$ cat src/rtl/temperature_result_defs.vh
// constants for the temperature result readout block
`ifndef TEMPERATURE_RESULT_DEFS_VH
`define TEMPERATURE_RESULT_DEFS_VH

`define CLOCK_MHZ             100
`define BUS_ADDR_FIXED        4'h9
`define PTR_RESULT            8'h00
`define PTR_CONFIG            8'h01
`define PTR_LIMIT_LOW         8'h02
`define PTR_LIMIT_HIGH        8'h03
`define PTR_NV_CONFIG         8'h11
`define PTR_NV_LIMIT_LOW      8'h12
`define PTR_NV_LIMIT_HIGH     8'h13
`define RESULT_RESET          16'h0000
`define RES_9BIT              2'h0
`define RES_10BIT             2'h1
`define RES_11BIT             2'h2
`define RES_12BIT             2'h3
`define MASK_9BIT             16'hFF80
`define MASK_10BIT            16'hFFC0
`define MASK_11BIT            16'hFFE0
`define MASK_12BIT            16'hFFF0
`define SIGN_BIT              15
`define IDLE_BYTE             8'hFF
// longest conversion time per resolution, microseconds
`define MAX_CONV_TIME_9_US    25
`define MAX_CONV_TIME_10_US   50
`define MAX_CONV_TIME_11_US   100
`define MAX_CONV_TIME_12_US   200
`define CONV_CYC_9   (`MAX_CONV_TIME_9_US * `CLOCK_MHZ)
`define CONV_CYC_10  (`MAX_CONV_TIME_10_US * `CLOCK_MHZ)
`define CONV_CYC_11  (`MAX_CONV_TIME_11_US * `CLOCK_MHZ)
`define CONV_CYC_12  (`MAX_CONV_TIME_12_US * `CLOCK_MHZ)

`endif

$ cat src/rtl/temp_conversion_timer.v
// background conversion timebase producing masked two's-complement results
`timescale 1ns/100ps
`include "temperature_result_defs.vh"
module temp_conversion_timer #(
  parameter CONV_CYC_9  = `CONV_CYC_9,
  parameter CONV_CYC_10 = `CONV_CYC_10,
  parameter CONV_CYC_11 = `CONV_CYC_11,
  parameter CONV_CYC_12 = `CONV_CYC_12
) (
  input  wire        i_clock,         // system clock
  input  wire        i_rst_n,         // synchronous reset, active low
  input  wire        i_shutdown,      // stop continuous conversions
  input  wire [1:0]  i_resolution,    // selected resolution code
  input  wire [11:0] i_sensor_sample, // raw sample, 1/16 degree units
  output reg         o_done,          // one-cycle result strobe
  output reg  [15:0] o_data           // masked result
);
  reg [15:0] count_q;
  reg [1:0]  res_q;
  reg        running_q;
  reg        first_q;
  reg [15:0] reload;
  reg [15:0] mask;

  always @* begin
    case (i_resolution)
      `RES_9BIT:  reload = CONV_CYC_9[15:0] - 16'h0001;
      `RES_10BIT: reload = CONV_CYC_10[15:0] - 16'h0001;
      `RES_11BIT: reload = CONV_CYC_11[15:0] - 16'h0001;
      default:    reload = CONV_CYC_12[15:0] - 16'h0001;
    endcase
    case (res_q)
      `RES_9BIT:  mask = `MASK_9BIT;
      `RES_10BIT: mask = `MASK_10BIT;
      `RES_11BIT: mask = `MASK_11BIT;
      default:    mask = `MASK_12BIT;
    endcase
  end

  // resolution is latched at the start so a change mid-run cannot cut it short
  always @(posedge i_clock) begin
    if (!i_rst_n) begin
      count_q   <= 16'h0000;
      res_q     <= `RES_9BIT;
      running_q <= 1'b0;
      first_q   <= 1'b1;
      o_done    <= 1'b0;
      o_data    <= `RESULT_RESET;
    end else begin
      o_done <= 1'b0;
      if (running_q) begin
        if (count_q == 16'h0000) begin
          running_q <= 1'b0;
          o_done    <= 1'b1;
          // sample sits left-justified, sign lands in the top bit
          o_data    <= {i_sensor_sample, 4'h0} & mask;
        end else begin
          count_q <= count_q - 16'h0001;
        end
      end else if (!i_shutdown || first_q) begin
        first_q   <= 1'b0;
        running_q <= 1'b1;
        count_q   <= reload;
        res_q     <= i_resolution;
      end
    end
  end
endmodule

$ cat src/rtl/temperature_result_readout.v
// two-wire target exposing the temperature result register
`timescale 1ns/100ps
`include "temperature_result_defs.vh"
module temperature_result_readout #(
  parameter CONV_CYC_9  = `CONV_CYC_9,
  parameter CONV_CYC_10 = `CONV_CYC_10,
  parameter CONV_CYC_11 = `CONV_CYC_11,
  parameter CONV_CYC_12 = `CONV_CYC_12
) (
  input  wire        i_clock,                  // system clock, 100 MHz
  input  wire        i_rst_n,                  // synchronous reset, low
  input  wire        i_scl,                    // bus clock level
  input  wire        i_sda,                    // bus data level
  output reg         o_sda_out,                // data drive value, always 0
  output reg         o_sda_oe,                 // high while pulling data low
  input  wire [2:0]  i_bus_address_select_pins, // address select straps
  input  wire [1:0]  i_resolution,             // resolution code
  input  wire        i_shutdown,               // shutdown mode
  input  wire [11:0] i_sensor_sample,          // raw sensor sample
  output reg  [15:0] o_temperature_result,     // result register copy
  output reg         o_read_active,            // result read under way
  output reg         o_update_pending          // result held back by read
);
  localparam ST_IDLE  = 8'h01;
  localparam ST_ADDR  = 8'h02;
  localparam ST_AACK  = 8'h04;
  localparam ST_WPTR  = 8'h08;
  localparam ST_PACK  = 8'h10;
  localparam ST_WDATA = 8'h20;
  localparam ST_TX    = 8'h40;
  localparam ST_TACK  = 8'h80;

  reg  [7:0]  state_q;
  reg  [3:0]  bit_cnt_q;
  reg  [7:0]  rx_q;
  reg  [7:0]  tx_q;
  reg  [7:0]  pointer_q;
  reg         upper_sent_q;
  reg         master_ack_q;
  reg         scl_q;
  reg         sda_q;
  reg  [15:0] pending_q;
  wire        conv_done;
  wire [15:0] conv_data;
  wire        scl_rise;
  wire        scl_fall;
  wire        start_cond;
  wire        stop_cond;
  wire [7:0]  rx_byte;
  wire        read_start;
  reg         ptr_valid;
  reg         release_read;

  temp_conversion_timer #(
    .CONV_CYC_9  (CONV_CYC_9),
    .CONV_CYC_10 (CONV_CYC_10),
    .CONV_CYC_11 (CONV_CYC_11),
    .CONV_CYC_12 (CONV_CYC_12)
  ) u_conv (
    .i_clock         (i_clock),
    .i_rst_n         (i_rst_n),
    .i_shutdown      (i_shutdown),
    .i_resolution    (i_resolution),
    .i_sensor_sample (i_sensor_sample),
    .o_done          (conv_done),
    .o_data          (conv_data)
  );

  assign scl_rise   = i_scl & ~scl_q;
  assign scl_fall   = ~i_scl & scl_q;
  assign start_cond = i_scl & scl_q & sda_q & ~i_sda;
  assign stop_cond  = i_scl & scl_q & ~sda_q & i_sda;
  assign rx_byte    = rx_q;
  // the upper byte is latched here, so a result finishing now must wait
  assign read_start = (state_q == ST_AACK) && scl_fall && rx_q[1] &&
                      (pointer_q == `PTR_RESULT);

  always @* begin
    case (rx_byte)
      `PTR_RESULT, `PTR_CONFIG, `PTR_LIMIT_LOW, `PTR_LIMIT_HIGH,
      `PTR_NV_CONFIG, `PTR_NV_LIMIT_LOW, `PTR_NV_LIMIT_HIGH:
        ptr_valid = 1'b1;
      default:
        ptr_valid = 1'b0;
    endcase
  end

  // a read ends on nack, start, stop, or at the word boundary of a re-read
  always @* begin
    release_read = 1'b0;
    if (start_cond || stop_cond) begin
      release_read = 1'b1;
    end else if (state_q == ST_TACK && scl_fall && upper_sent_q == 1'b0) begin
      release_read = 1'b1;
    end else if (state_q == ST_TACK && scl_fall && !master_ack_q) begin
      release_read = 1'b1;
    end
  end

  always @(posedge i_clock) begin
    if (!i_rst_n) begin
      scl_q   <= 1'b1;
      sda_q   <= 1'b1;
    end else begin
      scl_q   <= i_scl;
      sda_q   <= i_sda;
    end
  end

  // result register: a held-back result lands once the read lets go
  always @(posedge i_clock) begin
    if (!i_rst_n) begin
      o_temperature_result <= `RESULT_RESET;
      pending_q            <= `RESULT_RESET;
      o_update_pending     <= 1'b0;
    end else if (conv_done && !release_read &&
                 (o_read_active || read_start)) begin
      pending_q        <= conv_data;
      o_update_pending <= 1'b1;
    end else if (conv_done) begin
      o_temperature_result <= conv_data;
      o_update_pending     <= 1'b0;
    end else if (o_update_pending && (!o_read_active || release_read)) begin
      o_temperature_result <= pending_q;
      o_update_pending     <= 1'b0;
    end
  end

  always @(posedge i_clock) begin
    if (!i_rst_n) begin
      state_q       <= ST_IDLE;
      bit_cnt_q     <= 4'h0;
      rx_q          <= 8'h00;
      tx_q          <= `IDLE_BYTE;
      pointer_q     <= `PTR_RESULT;
      upper_sent_q  <= 1'b0;
      master_ack_q  <= 1'b0;
      o_sda_oe      <= 1'b0;
      o_sda_out     <= 1'b0;
      o_read_active <= 1'b0;
    end else if (start_cond) begin
      state_q       <= ST_ADDR;
      bit_cnt_q     <= 4'h0;
      o_sda_oe      <= 1'b0;
      o_read_active <= 1'b0;
    end else if (stop_cond) begin
      state_q       <= ST_IDLE;
      o_sda_oe      <= 1'b0;
      o_read_active <= 1'b0;
    end else begin
      if (scl_rise) begin
        rx_q      <= {rx_q[6:0], i_sda};
        bit_cnt_q <= bit_cnt_q + 4'h1;
      end
      case (state_q)
        ST_IDLE: begin
          o_sda_oe <= 1'b0;
        end
        ST_ADDR: begin
          if (scl_fall && bit_cnt_q == 4'h8) begin
            if (rx_q[7:1] == {`BUS_ADDR_FIXED, i_bus_address_select_pins})
            begin
              o_sda_oe <= 1'b1;
              state_q  <= ST_AACK;
            end else begin
              state_q  <= ST_IDLE;
            end
          end
        end
        ST_AACK: begin
          if (scl_fall) begin
            bit_cnt_q <= 4'h0;
            // the ack rise shifted one more bit in: direction sits at bit 1
            if (rx_q[1]) begin
              state_q      <= ST_TX;
              upper_sent_q <= 1'b1;
              if (pointer_q == `PTR_RESULT) begin
                o_read_active <= 1'b1;
                tx_q     <= o_temperature_result[15:8];
                o_sda_oe <= ~o_temperature_result[15];
              end else begin
                tx_q     <= `IDLE_BYTE;
                o_sda_oe <= 1'b0;
              end
            end else begin
              state_q  <= ST_WPTR;
              o_sda_oe <= 1'b0;
            end
          end
        end
        ST_WPTR: begin
          if (scl_fall && bit_cnt_q == 4'h8) begin
            if (ptr_valid) begin
              pointer_q <= rx_q;
              o_sda_oe  <= 1'b1;
              state_q   <= ST_PACK;
            end else begin
              state_q   <= ST_IDLE;
            end
          end
        end
        ST_PACK: begin
          if (scl_fall) begin
            o_sda_oe  <= 1'b0;
            bit_cnt_q <= 4'h0;
            state_q   <= ST_WDATA;
          end
        end
        ST_WDATA: begin
          // data bytes are counted but never stored or acknowledged
          o_sda_oe <= 1'b0;
          if (scl_fall && bit_cnt_q == 4'h8) begin
            bit_cnt_q <= 4'h0;
          end
        end
        ST_TX: begin
          if (scl_fall) begin
            if (bit_cnt_q == 4'h8) begin
              o_sda_oe  <= 1'b0;
              bit_cnt_q <= 4'h0;
              state_q   <= ST_TACK;
            end else begin
              tx_q     <= {tx_q[6:0], 1'b1};
              o_sda_oe <= ~tx_q[6];
            end
          end
        end
        ST_TACK: begin
          if (scl_rise) begin
            master_ack_q <= ~i_sda;
          end
          if (scl_fall) begin
            bit_cnt_q <= 4'h0;
            if (!master_ack_q) begin
              o_sda_oe      <= 1'b0;
              o_read_active <= 1'b0;
              state_q       <= ST_IDLE;
            end else if (pointer_q != `PTR_RESULT) begin
              tx_q     <= `IDLE_BYTE;
              o_sda_oe <= 1'b0;
              state_q  <= ST_TX;
            end else if (upper_sent_q) begin
              upper_sent_q <= 1'b0;
              tx_q         <= o_temperature_result[7:0];
              o_sda_oe     <= ~o_temperature_result[7];
              state_q      <= ST_TX;
            end else begin
              // fresh word: take a result finishing now, else a held-back one, before the register
              upper_sent_q <= 1'b1;
              state_q      <= ST_TX;
              // a result finishing on this edge lands in the register itself
              if (conv_done) begin
                tx_q     <= conv_data[15:8];
                o_sda_oe <= ~conv_data[15];
              end else if (o_update_pending) begin
                tx_q     <= pending_q[15:8];
                o_sda_oe <= ~pending_q[15];
              end else begin
                tx_q     <= o_temperature_result[15:8];
                o_sda_oe <= ~o_temperature_result[15];
              end
            end
          end
        end
        default: begin
          state_q  <= ST_IDLE;
          o_sda_oe <= 1'b0;
        end
      endcase
    end
  end
endmodule

$ cat config.mk
export PLATFORM = sky130hd
export DESIGN_NAME = temperature_result_readout
export DESIGN_NICKNAME = d
export VERILOG_FILES = /design/src/rtl/temp_conversion_timer.v /design/src/rtl/temperature_result_readout.v
export VERILOG_INCLUDE_DIRS = /design/src /design/src/rtl
export SDC_FILE = /design/constraint.sdc
export NUM_CORES = 1
export LEC_CHECK = 0
export ABC_AREA = 1
export BUFFER_PORTS_ARGS = -buffer_cell sky130_fd_sc_hd__buf_2
export CORE_MARGIN = 8
export CORE_UTILIZATION = 55
export CTS_CLUSTER_SIZE = 30
export DETAILED_ROUTE_END_ITERATION = 7
export GPL_TIMING_DRIVEN = 0
export PLACE_DENSITY = 0.76
export SETUP_SLACK_MARGIN = 0.3
export SLEW_MARGIN = 20
export SYNTH_ARGS = -nofsm -noshare
export SYNTH_HDL_FRONTEND = slang
export SYNTH_HIERARCHICAL = 1
export SYNTH_SLANG_ARGS = --single-unit
$ cat constraint.sdc
create_clock -name i_clock -period 1.7 [get_ports i_clock]
set_clock_uncertainty 0.15 [all_clocks]
set_input_delay 0.425 -clock i_clock [delete_from_list [all_inputs] [get_ports i_clock]]
set_output_delay 0.425 -clock i_clock [all_outputs]
set_load 0.02 [all_outputs]
### Word level (Yosys, flattened, before mapping)

Index checks and enable logic that the tools add are counted.
W data, S select, Z words.

| word-level totals | value |
|---|---|
| flip-flop bits (word level) | 111 |
| input bits | 22 |
| output and inout bits | 20 |
| word-level logic and storage cells | 219 |

| operators by class | value |
|---|---|
| add/subtract/negate cells | 2 |
| equality and inequality tests | 44 |
| muxes and demuxes | 80 |
| bitwise gates (word level) | 24 |
| reductions and logical operators | 48 |

Operators with widths:

| kind | number |
|---|---|
| $mux W7 | 13 |
| $mux W16 | 5 |
| $mux W8 | 7 |
| $pmux W8 S7 | 1 |
| $pmux W15 S3 | 1 |
| $pmux W7 S3 | 2 |
| $mux W1 | 38 |
| $eq A8 B5 Y1 const B | 4 |
| $reduce_and A8 Y1 | 4 |
| $ne A2 B2 Y1 const B | 15 |
| $ne A4 B4 Y1 const B | 7 |
| $eq A8 B2 Y1 const B | 3 |
| $mux W4 | 5 |
| $and A16 B16 Y16 | 1 |
| $eq A8 B1 Y1 const B | 2 |
| $logic_not A16 Y1 | 1 |
| $logic_not A8 Y1 | 2 |
| $not A1 Y1 | 16 |
| $sub A16 B1 Y16 const B | 1 |
| $pmux W4 S3 | 1 |
| $logic_and A1 B1 Y1 | 10 |
| $reduce_and A2 Y1 | 5 |
| $reduce_and A9 Y1 | 1 |
| $eq A8 B3 Y1 const B | 1 |
| 30 further kinds | 52 |

### Depth between registers and ports, before layout

Gate-level depths: netlist (run 1).

| depth | value |
|---|---|
| word-level depth | 12 |
| gate-level depth with buffers | 13 |
| gate-level depth less buffers | 13 |

### Hierarchy

The synthesis (run 1) kept the hierarchy.

Modules (own cells, without submodules):

| module | instances | cells each | area an instance (um^2) | sequential area each (um^2) |
|---|---|---|---|---|
| temperature_result_readout | 1 | 590 | 3,946.3 | 1,481.4 |
| temp_conversion_timer | 1 | 277 | 1,869.3 | 660.6 |

### Least setup slack after synthesis (run 1)

No wires, ideal clock.

| timing | value |
|---|---|
| path kind | reg-to-reg |
| start point | reg bit_cnt_q[0] |
| end point | reg state_q[0] |
| library setup time | 0.112 ns |
| arrival | 1.575 ns |
| data required time | 1.438 ns |
| slack | -0.137 ns |
| stages on the path, launching flop included | 14 |
| buffers on the path | 0 |
| period minus slack after synthesis | 1.837 ns |
| cells stage by stage | dfxtp_1 -> inv_1 -> ha_1 -> nand2_1 -> nor2_1 -> nand2_2 -> nand2_1 -> nand2_1 -> nor2_1 -> nand2_2 -> nand3_1 -> nand2_1 -> inv_1 -> nand2_1 |

| between the ends | value |
|---|---|
| longest elaborated chain between the ends | 4 |
| elaborated cells between the ends (all ways) | 6 |
| those cells by class | eq/ne: 4; reduce/logical: 2 |

RTL lines:

| element | RTL line | RTL |
|---|---|---|
| from (decl) | temperature_result_readout.v:34 | `reg [3:0] bit_cnt_q;` |
| from (signal assigned) | temperature_result_readout.v:153 | `bit_cnt_q <= bit_cnt_q + 4'h1;` |
| $eq A4 B4 Y1 * | temperature_result_readout.v:160, temperature_result_readout.v:192, temperature_result_readout.v:218 |  |
| $logic_and A1 B1 Y1 | temperature_result_readout.v:160, temperature_result_readout.v:192 |  |
| $ne A4 B4 Y1 (no line) | - |  |
| $reduce_and A8 Y1 (no line) * | - |  |
| to (signal assigned) | temperature_result_readout.v:164 | `state_q <= ST_AACK;` |
| to (signal assigned) | temperature_result_readout.v:196 | `state_q <= ST_PACK;` |
| to (signal assigned) | temperature_result_readout.v:221 | `state_q <= ST_TACK;` |
| to (decl) | temperature_result_readout.v:33 | `reg [7:0] state_q;` |

Mark *: on every way between the ends. The rest lies on a longest branch, timed or not.
A chain may end at the register's enable or synchronous reset.

### Worst setup path after layout (run 1)

| timing | value |
|---|---|
| start point | reg state_q[0] |
| end point | reg o_temperature_result[5] |

| between the ends | value |
|---|---|
| longest elaborated chain between the ends | 11 |
| elaborated cells between the ends (all ways) | 20 |
| those cells by class | eq/ne: 2; mux: 3; bitwise: 1; reduce/logical: 14 |

RTL lines:

| element | RTL line | RTL |
|---|---|---|
| from (signal assigned) | temperature_result_readout.v:131 | `state_q <= ST_IDLE;` |
| from (signal assigned) | temperature_result_readout.v:142 | `state_q <= ST_ADDR;` |
| from (signal assigned) | temperature_result_readout.v:147 | `state_q <= ST_IDLE;` |
| $eq A8 B8 Y1 | temperature_result_readout.v:93, temperature_result_readout.v:95 |  |
| $logic_and A1 B1 Y1 | temperature_result_readout.v:93, temperature_result_readout.v:95 |  |
| $logic_and A1 B1 Y1 | temperature_result_readout.v:95 | `end else if (state_q == ST_TACK && scl_fall && !master_ack_q) begin` |
| $mux W1 | temperature_result_readout.v:95 |  |
| $mux W1 | temperature_result_readout.v:93 | `end else if (state_q == ST_TACK && scl_fall && upper_sent_q == 1'b0) begin` |
| $mux W1 | temperature_result_readout.v:91 | `if (start_cond \|\| stop_cond) begin` |
| $logic_not A1 Y1 | temperature_result_readout.v:116 | `end else if (conv_done && !release_read &&` |
| $logic_and A1 B1 Y1 (2 in a row) | temperature_result_readout.v:116 |  |
| $not A1 Y1 (no line) | - |  |
| $reduce_and A2 Y1 (no line) * | - |  |
| to (signal assigned) | temperature_result_readout.v:113 | `` o_temperature_result <= `RESULT_RESET; `` |
| to (signal assigned) | temperature_result_readout.v:121 | `o_temperature_result <= conv_data;` |
| to (signal assigned) | temperature_result_readout.v:124 | `o_temperature_result <= pending_q;` |
| to (decl) | temperature_result_readout.v:20 | `output reg [15:0] o_temperature_result,` |

Marks and branches as above.

==> reports/results.ini, run 1 <==
[synth]
synth_most_common_cell = nand2_1
syn_inst = 867
synth_edf_count = 0
ys_seq_area_share_pct = 36.8
netlist_top_cells_count = nand2_1 (206), nor2_1 (149), dfxtp_1 (107)
yosysUniqueCellTypes = 39
avgSynthCellArea_sq_um = 6.71
async_flop_share_pct = 0
synth_ff_type = dfxtp_1
synth_area_sq_um = 5820
synth_warnings = 6
synth_top_cell_area_share_pct = 36.8
ys_ff_latch = 107
synthTopCellsByArea = dfxtp_1 (37%), nand2_1 (13%), nor2_1 (9.6%), o21ai_0 (6.5%), a21oi_1 (5.6%)
yosysTopAreaCell = dfxtp_1

[global_routing]
overflow = 0
grt_pass1_wl_mm = 28.7
met2_usage_pct = 40.7
grt_max_degree = 19
first_global_vias = 6003
use_met1_pct = 29.6
antenna_found_initial = 0
grtUsageTotal_pct = 24.7
met3_usage_pct = 6.09
globalRoute.busiestLayer = met2

[clock_network]
cts.path.max_buffers = 2
cts_buffers = 9
path_clk_slew_ps = 120
insertion_delay_ps = 410
hold_buffers = 0
tritoncts = built
htree_levels = 3
cts_sinks = 107
root_buffer = clkbuf_8

[place]
gp_congestion = 0.915
dp_slack_ps = -312
hpwlAfterDp_mm = 10.8
portBuffers = 40

[worst_setup_path]
path_cells = nor2_4, buf_6, nand2_8, nor2_4, nand2_2, nand3_2, nand2_2, nand2_4, clkbuf_16, nand3_1, nand2_1, nor2_1
cp-end-kind = register
startpoint_type = register
timing_worst_setup_path_type = reg -> reg
critical-path-max-stage-delay_ps = 380
cp_max_fo = 6
cp.arrival_ps = 2290
critPathSlowestCell = dfxtp_4
required_ps = 1860

[cells_and_area]
nets = 1057
synthToLayoutAreaGrowth_pct = 50.8
multiInputGateArea_sq_um = 4200
drive_above_1_share_pct = 47.4
register_area_sq_um = 2230
fillCellCount = 512
antennaDiodeCount = 0

[timing]
final_hold_viol_count = 0
finalCritPeriodShare_pct = 125
clock.fmax_mhz = 469
rsz0062_at_grt = true
fin_ws_ps = -431
tightest_slew_ps = 645
fin_crit_ps = 2130
drv_slew = 0
tns_ps = -14100
setup_violations = 62
maxSlewHeadroom_pct = 57.0

[power]
irDropWorstVdd_mv = 0.929
p_total_mw = 7.50
power.density_nw_per_um2 = 855
cellLeakagePower_nw = 3.77

[floorplan]
rows = 37
dieArea_sq_um = 14100
fp.coreArea_sq_um = 10300
die_h_microns = 119
die_w_microns = 119
start_util_pct = 56.6
ioPinCount = 42

[worst_hold_path]
hold_class = in -> reg

[drt]
wl_mm = 22.8
ant_nets = 0
wl_per_cell_microns = 19.5
vias = 6933
drt_iter0_drc = 1029
vias_per_cell = 5.94
drcViolationCount = 0
firstDrtPassIters = 7

[run_status]
violations = negative setup slack
status = complete, but fails checks

[job]
cap_violations = 0

-- timing repair --
action / 4_1_cts / 5_1_grt
gates cloned: 7 / 3
buffers inserted: 63 / 32
endpoints found under the setup margin: 119 / 124
endpoints found under the hold margin: 0 / 0
pin swaps: 64 / 80
resized for setup: 229 / 195
-- final timing paths --
kind | start | endpoint | slack (ps) | depth (start not counted)
max | state_q[0] | o_temperature_result[5] | -430 | 12
min | i_sensor_sample[5] | u_conv/o_data[9] | 110 | 3
max reg2reg | state_q[0] | o_temperature_result[5] | -430 | 12
min reg2reg | pointer_q[7] | pointer_q[7] | 300 | 2
-- layer usage --
| metal | part of all wire, % | vias to the layer above |
|---|---|---|
| li1 | - | 3109 |
| met1 | 36 | 3178 |
| met2 | 48 | 483 |
| met3 | 9.5 | 163 |
| met4 | 6.6 | 0 |
| met5 | 0 | - |
-- state kept, by name, indices dropped and copies added, names as in the netlist, 2 cells and up --
name and count:
bit_cnt_q 4, tx_q 7, rx_byte 8, pending_q 16
o_temperature_result 16, u_conv/o_data 12, state_q 8, u_conv/count_q 16
pointer_q 8, u_conv/res_q 2
-- metrics by stage --
stage / util (%) / instance area, sq um / hold WS (ps) / std cells
2_1_floorplan: - / 5970 / 269 / 870
3_3_place_gp: 61.7 / 6340 / 278 / 1046
3_5_place_dp: 61.7 / 6340 / 282 / 1046
4_1_cts: 76.2 / 7830 / 121 / 1132
5_1_grt: 85.4 / 8770 / 110 / 1167
6_report: 85.4 / 8770 / 108 / 1167
-- where the power goes --
| part | switching [mW] | total, mW | internal, mW |
|---|---|---|---|
| Sequential | 0.213 | 2.90 | 2.69 |
| Clock | 0.970 | 1.56 | 0.593 |
| Combinational | 1.78 | 3.03 | 1.25 |
| Total | 2.97 | 7.50 | 4.53 |
-- worst max-delay path: cells and delay by family (launching register included) --
family	cells	cell delay, ps
buffers and inverters	2	300
flip-flops	1	380
AND/OR/NAND/NOR	10	1190
-- layout by cell type, fill, tap and decap left out, drive strengths merged --
cell type	netlist	final
a21boi	7	7
a21oi	80	80
and3	1	1
buf	23	163
bufbuf	0	1
clkbuf	14	29
clkinv	3	3
clkinvlp	0	3
conb	2	5
dfxtp	107	107
ha	9	9
inv	68	70
mux2i	8	8
nand2	218	218
nand3	52	52
nand3b	4	4
nand4	4	4
nor2	168	168
nor3	5	5
nor4	1	1
o21a	2	2
o21ai	84	84
o31ai	1	1
or2	1	1
xnor2	2	2
xor2	3	3
-- cell type report --
class / instances / share of cell area (%)
multi-input combinational: 655 / 47.8
sequential: 107 / 25.4
timing repair buffer: 145 / 15.4
buffer: 37 / 3.85
inverter: 71 / 3.41
tap: 136 / 1.94
clock buffer: 11 / 1.61
clock inverter: 5 / 0.499
-- cells by family (layout without fill, tap and decap cells) --
logic type               count (synthesis)  after routing  synth area share [%]
AO/OA/AOI/OAI                          174            174                  16.5
XOR/XNOR                                 5              5                 0.753
adder cells (fa/ha/maj)                  9              9                  1.94
buffers and inverters                  108            269                  8.33
flip-flops                             107            107                  36.8
multiplexers                             8              8                  1.38
other                                    2              5                 0.129
AND/OR/NAND/NOR                        454            454                  34.1
Power figures use the tool's default switching activity.
==> run 2, diff against run 1 <==
Settings changed: SKIP_CTS_REPAIR_TIMING from default to 1.
==> reports/results.ini, run 2 (same netlist as run 1, synthesis figures left out) <==
[clock_network]
root_buffer = clkbuf_8
insertion_delay_ps = 380  ; -30 ps
cts_buffers = 9  ; unchanged
path_clk_slew_ps = 100  ; -20 ps
tritoncts = built
htree_levels = 3  ; unchanged
cts_sinks = 107  ; unchanged
cts.path.max_buffers = 2  ; unchanged

[global_routing]
grtUsageTotal_pct = 20.0  ; -4.7 points
overflow = 0  ; unchanged
grt_max_degree = 19  ; unchanged
antenna_found_initial = 0  ; unchanged
grt_pass1_wl_mm = 23.6  ; -18%
first_global_vias = 5030  ; -16%

[floorplan]
fp.coreArea_sq_um = 10300  ; unchanged
die_h_microns = 119  ; unchanged
die_w_microns = 119  ; unchanged
rows = 37  ; unchanged
start_util_pct = 56.6  ; unchanged
ioPinCount = 42  ; unchanged
dieArea_sq_um = 14100  ; unchanged

[worst_setup_path]
setup.worst_path.end = o_temperature_result[4]
required_ps = 1830  ; -30 ps
cp-end-kind = register
startpoint_type = register
cp.arrival_ps = 2060  ; -230 ps
reg2regPathDepth = 10  ; -2
rr_endpoint = o_temperature_result[4]
path_common_cell = nor2_4
reg2reg_slack_ps = -230  ; +200 ps
critPathSlowestCell = dfxtp_4
cp_max_fo = 10  ; +4
critical-path-max-stage-delay_ps = 380  ; about the same
timing_worst_setup_path_type = reg -> reg
path_cells = nor2_4, nand3_2, nor2_4, nand2_2, o21ai_2, nand2_4, buf_6, buf_8, a21oi_2, nor2_1
r2r_start = state_q[1]
cp-startpoint = state_q[1]

[cells_and_area]
reg.largest.list = o_temperature_result x16, pending_q x16, u_conv/count_q x16
fillCellCount = 832  ; +63%
finish.instance_area_sq_um = 7570  ; -14%
mostFrequentLayoutCells = nand2_1 (178), nor2_1 (127), dfxtp_1 (67)
nets = 1001  ; -5.3%
antennaDiodeCount = 0  ; unchanged
drive_above_1_share_pct = 34.7  ; -13 points
layoutNonFillerInstCount = 1111  ; -4.8%
final_util_pct = 73.6  ; -12 points
mostFrequentLayoutCell = nand2_1
synthToLayoutAreaGrowth_pct = 30.1

[place]
dp_cells = 1046  ; unchanged
portBuffers = 40  ; unchanged
placed_area_sq_um = 6340  ; unchanged
hpwlAfterDp_mm = 10.8  ; unchanged
gp_congestion = 0.915  ; unchanged

[drt]
wl_per_cell_microns = 14.7  ; -24%
firstDrtPassIters = 5  ; -2
wl_mm = 16.4  ; -28%
drcViolationCount = 0  ; unchanged
vias = 5894  ; -15%
drt_iter0_drc = 507  ; -51%
ant_nets = 0  ; unchanged
vias_per_cell = 5.31  ; -11%

[timing]
setup_violations = 62  ; unchanged
drv_slew = 0  ; unchanged
fin_crit_ps = 1930  ; -201 ps
tns_ps = -8680  ; +5420 ps
maxSlewHeadroom_pct = 51.7  ; -5.3 points
rsz0062_at_grt = true
finalCritPeriodShare_pct = 114  ; -12 points
tightest_slew_ps = 725  ; +79.5 ps
clock.fmax_mhz = 518  ; +10%
fin_ws_ps = -230  ; +201 ps
final_hold_viol_count = 0  ; unchanged

[power]
cellLeakagePower_nw = 3.28  ; -13%
irDropWorstVdd_mv = 0.629  ; -32%
p_total_mw = 6.66  ; -11%
power.density_nw_per_um2 = 880  ; +3.0%

[run_status]
violations = negative setup slack
status = complete, but fails checks

[job]
cap_violations = 0  ; unchanged

[worst_hold_path]
hold_class = in -> reg

## run 2: critical path, delay by kind of cell (launching register included)
family	cells	cell delay, ps
AND/OR/NAND/NOR	6	690
buffers and inverters	2	300
AO/OA/AOI/OAI	2	300
flip-flops	1	380
## run 2: cell type report
cell class              count  area (sq um)  area share (%)
multi-input cells         655          3700            48.9
well taps                 136           170            2.25
repair buffers             89           723            9.56
flip-flops and latches    107          2210            29.2
clock buffers              11           141            1.87
plain buffers              37           284            3.75
inverters                  71           295            3.90
clock inverters             5          43.8           0.579
## run 2: where the power goes
group	leakage, nW	switching [mW]	internal [mW]
Combinational	2.30	1.38	0.887
Sequential	0.887	0.205	2.68
Clock	0.0881	0.910	0.592
## run 2: how the worst min path moves through the flow
stage                             from               end  slack, ps  cells past startpoint
finish              i_sensor_sample[3]  u_conv/o_data[7]        130                      3
global route        i_sensor_sample[3]  u_conv/o_data[7]        120                      3
CTS                 i_sensor_sample[5]  u_conv/o_data[9]        120                      3
detailed placement        pointer_q[3]      pointer_q[3]        280                      2
global placement          pointer_q[2]      pointer_q[2]        280                      2
floorplan                 pointer_q[3]      pointer_q[3]        270                      2
## run 2: through the flow
stage	hold slack, ps	worst slack (ps)
after floorplan	269	11.9
after global placement	278	-285
after detailed placement	282	-312
after CTS	121	-241
after global routing	116	-315
final	128	-230
## run 2: per-layer routing
metal / up-vias / wire, microns / GRT usage [%]
met1: 2702 / 7250 / 26.1
met5: - / 0 / 0
met4: 0 / 313 / 5.85
met3: 28 / 885 / 4.91
li1: 2994 / - / -
met2: 170 / 7930 / 32.1
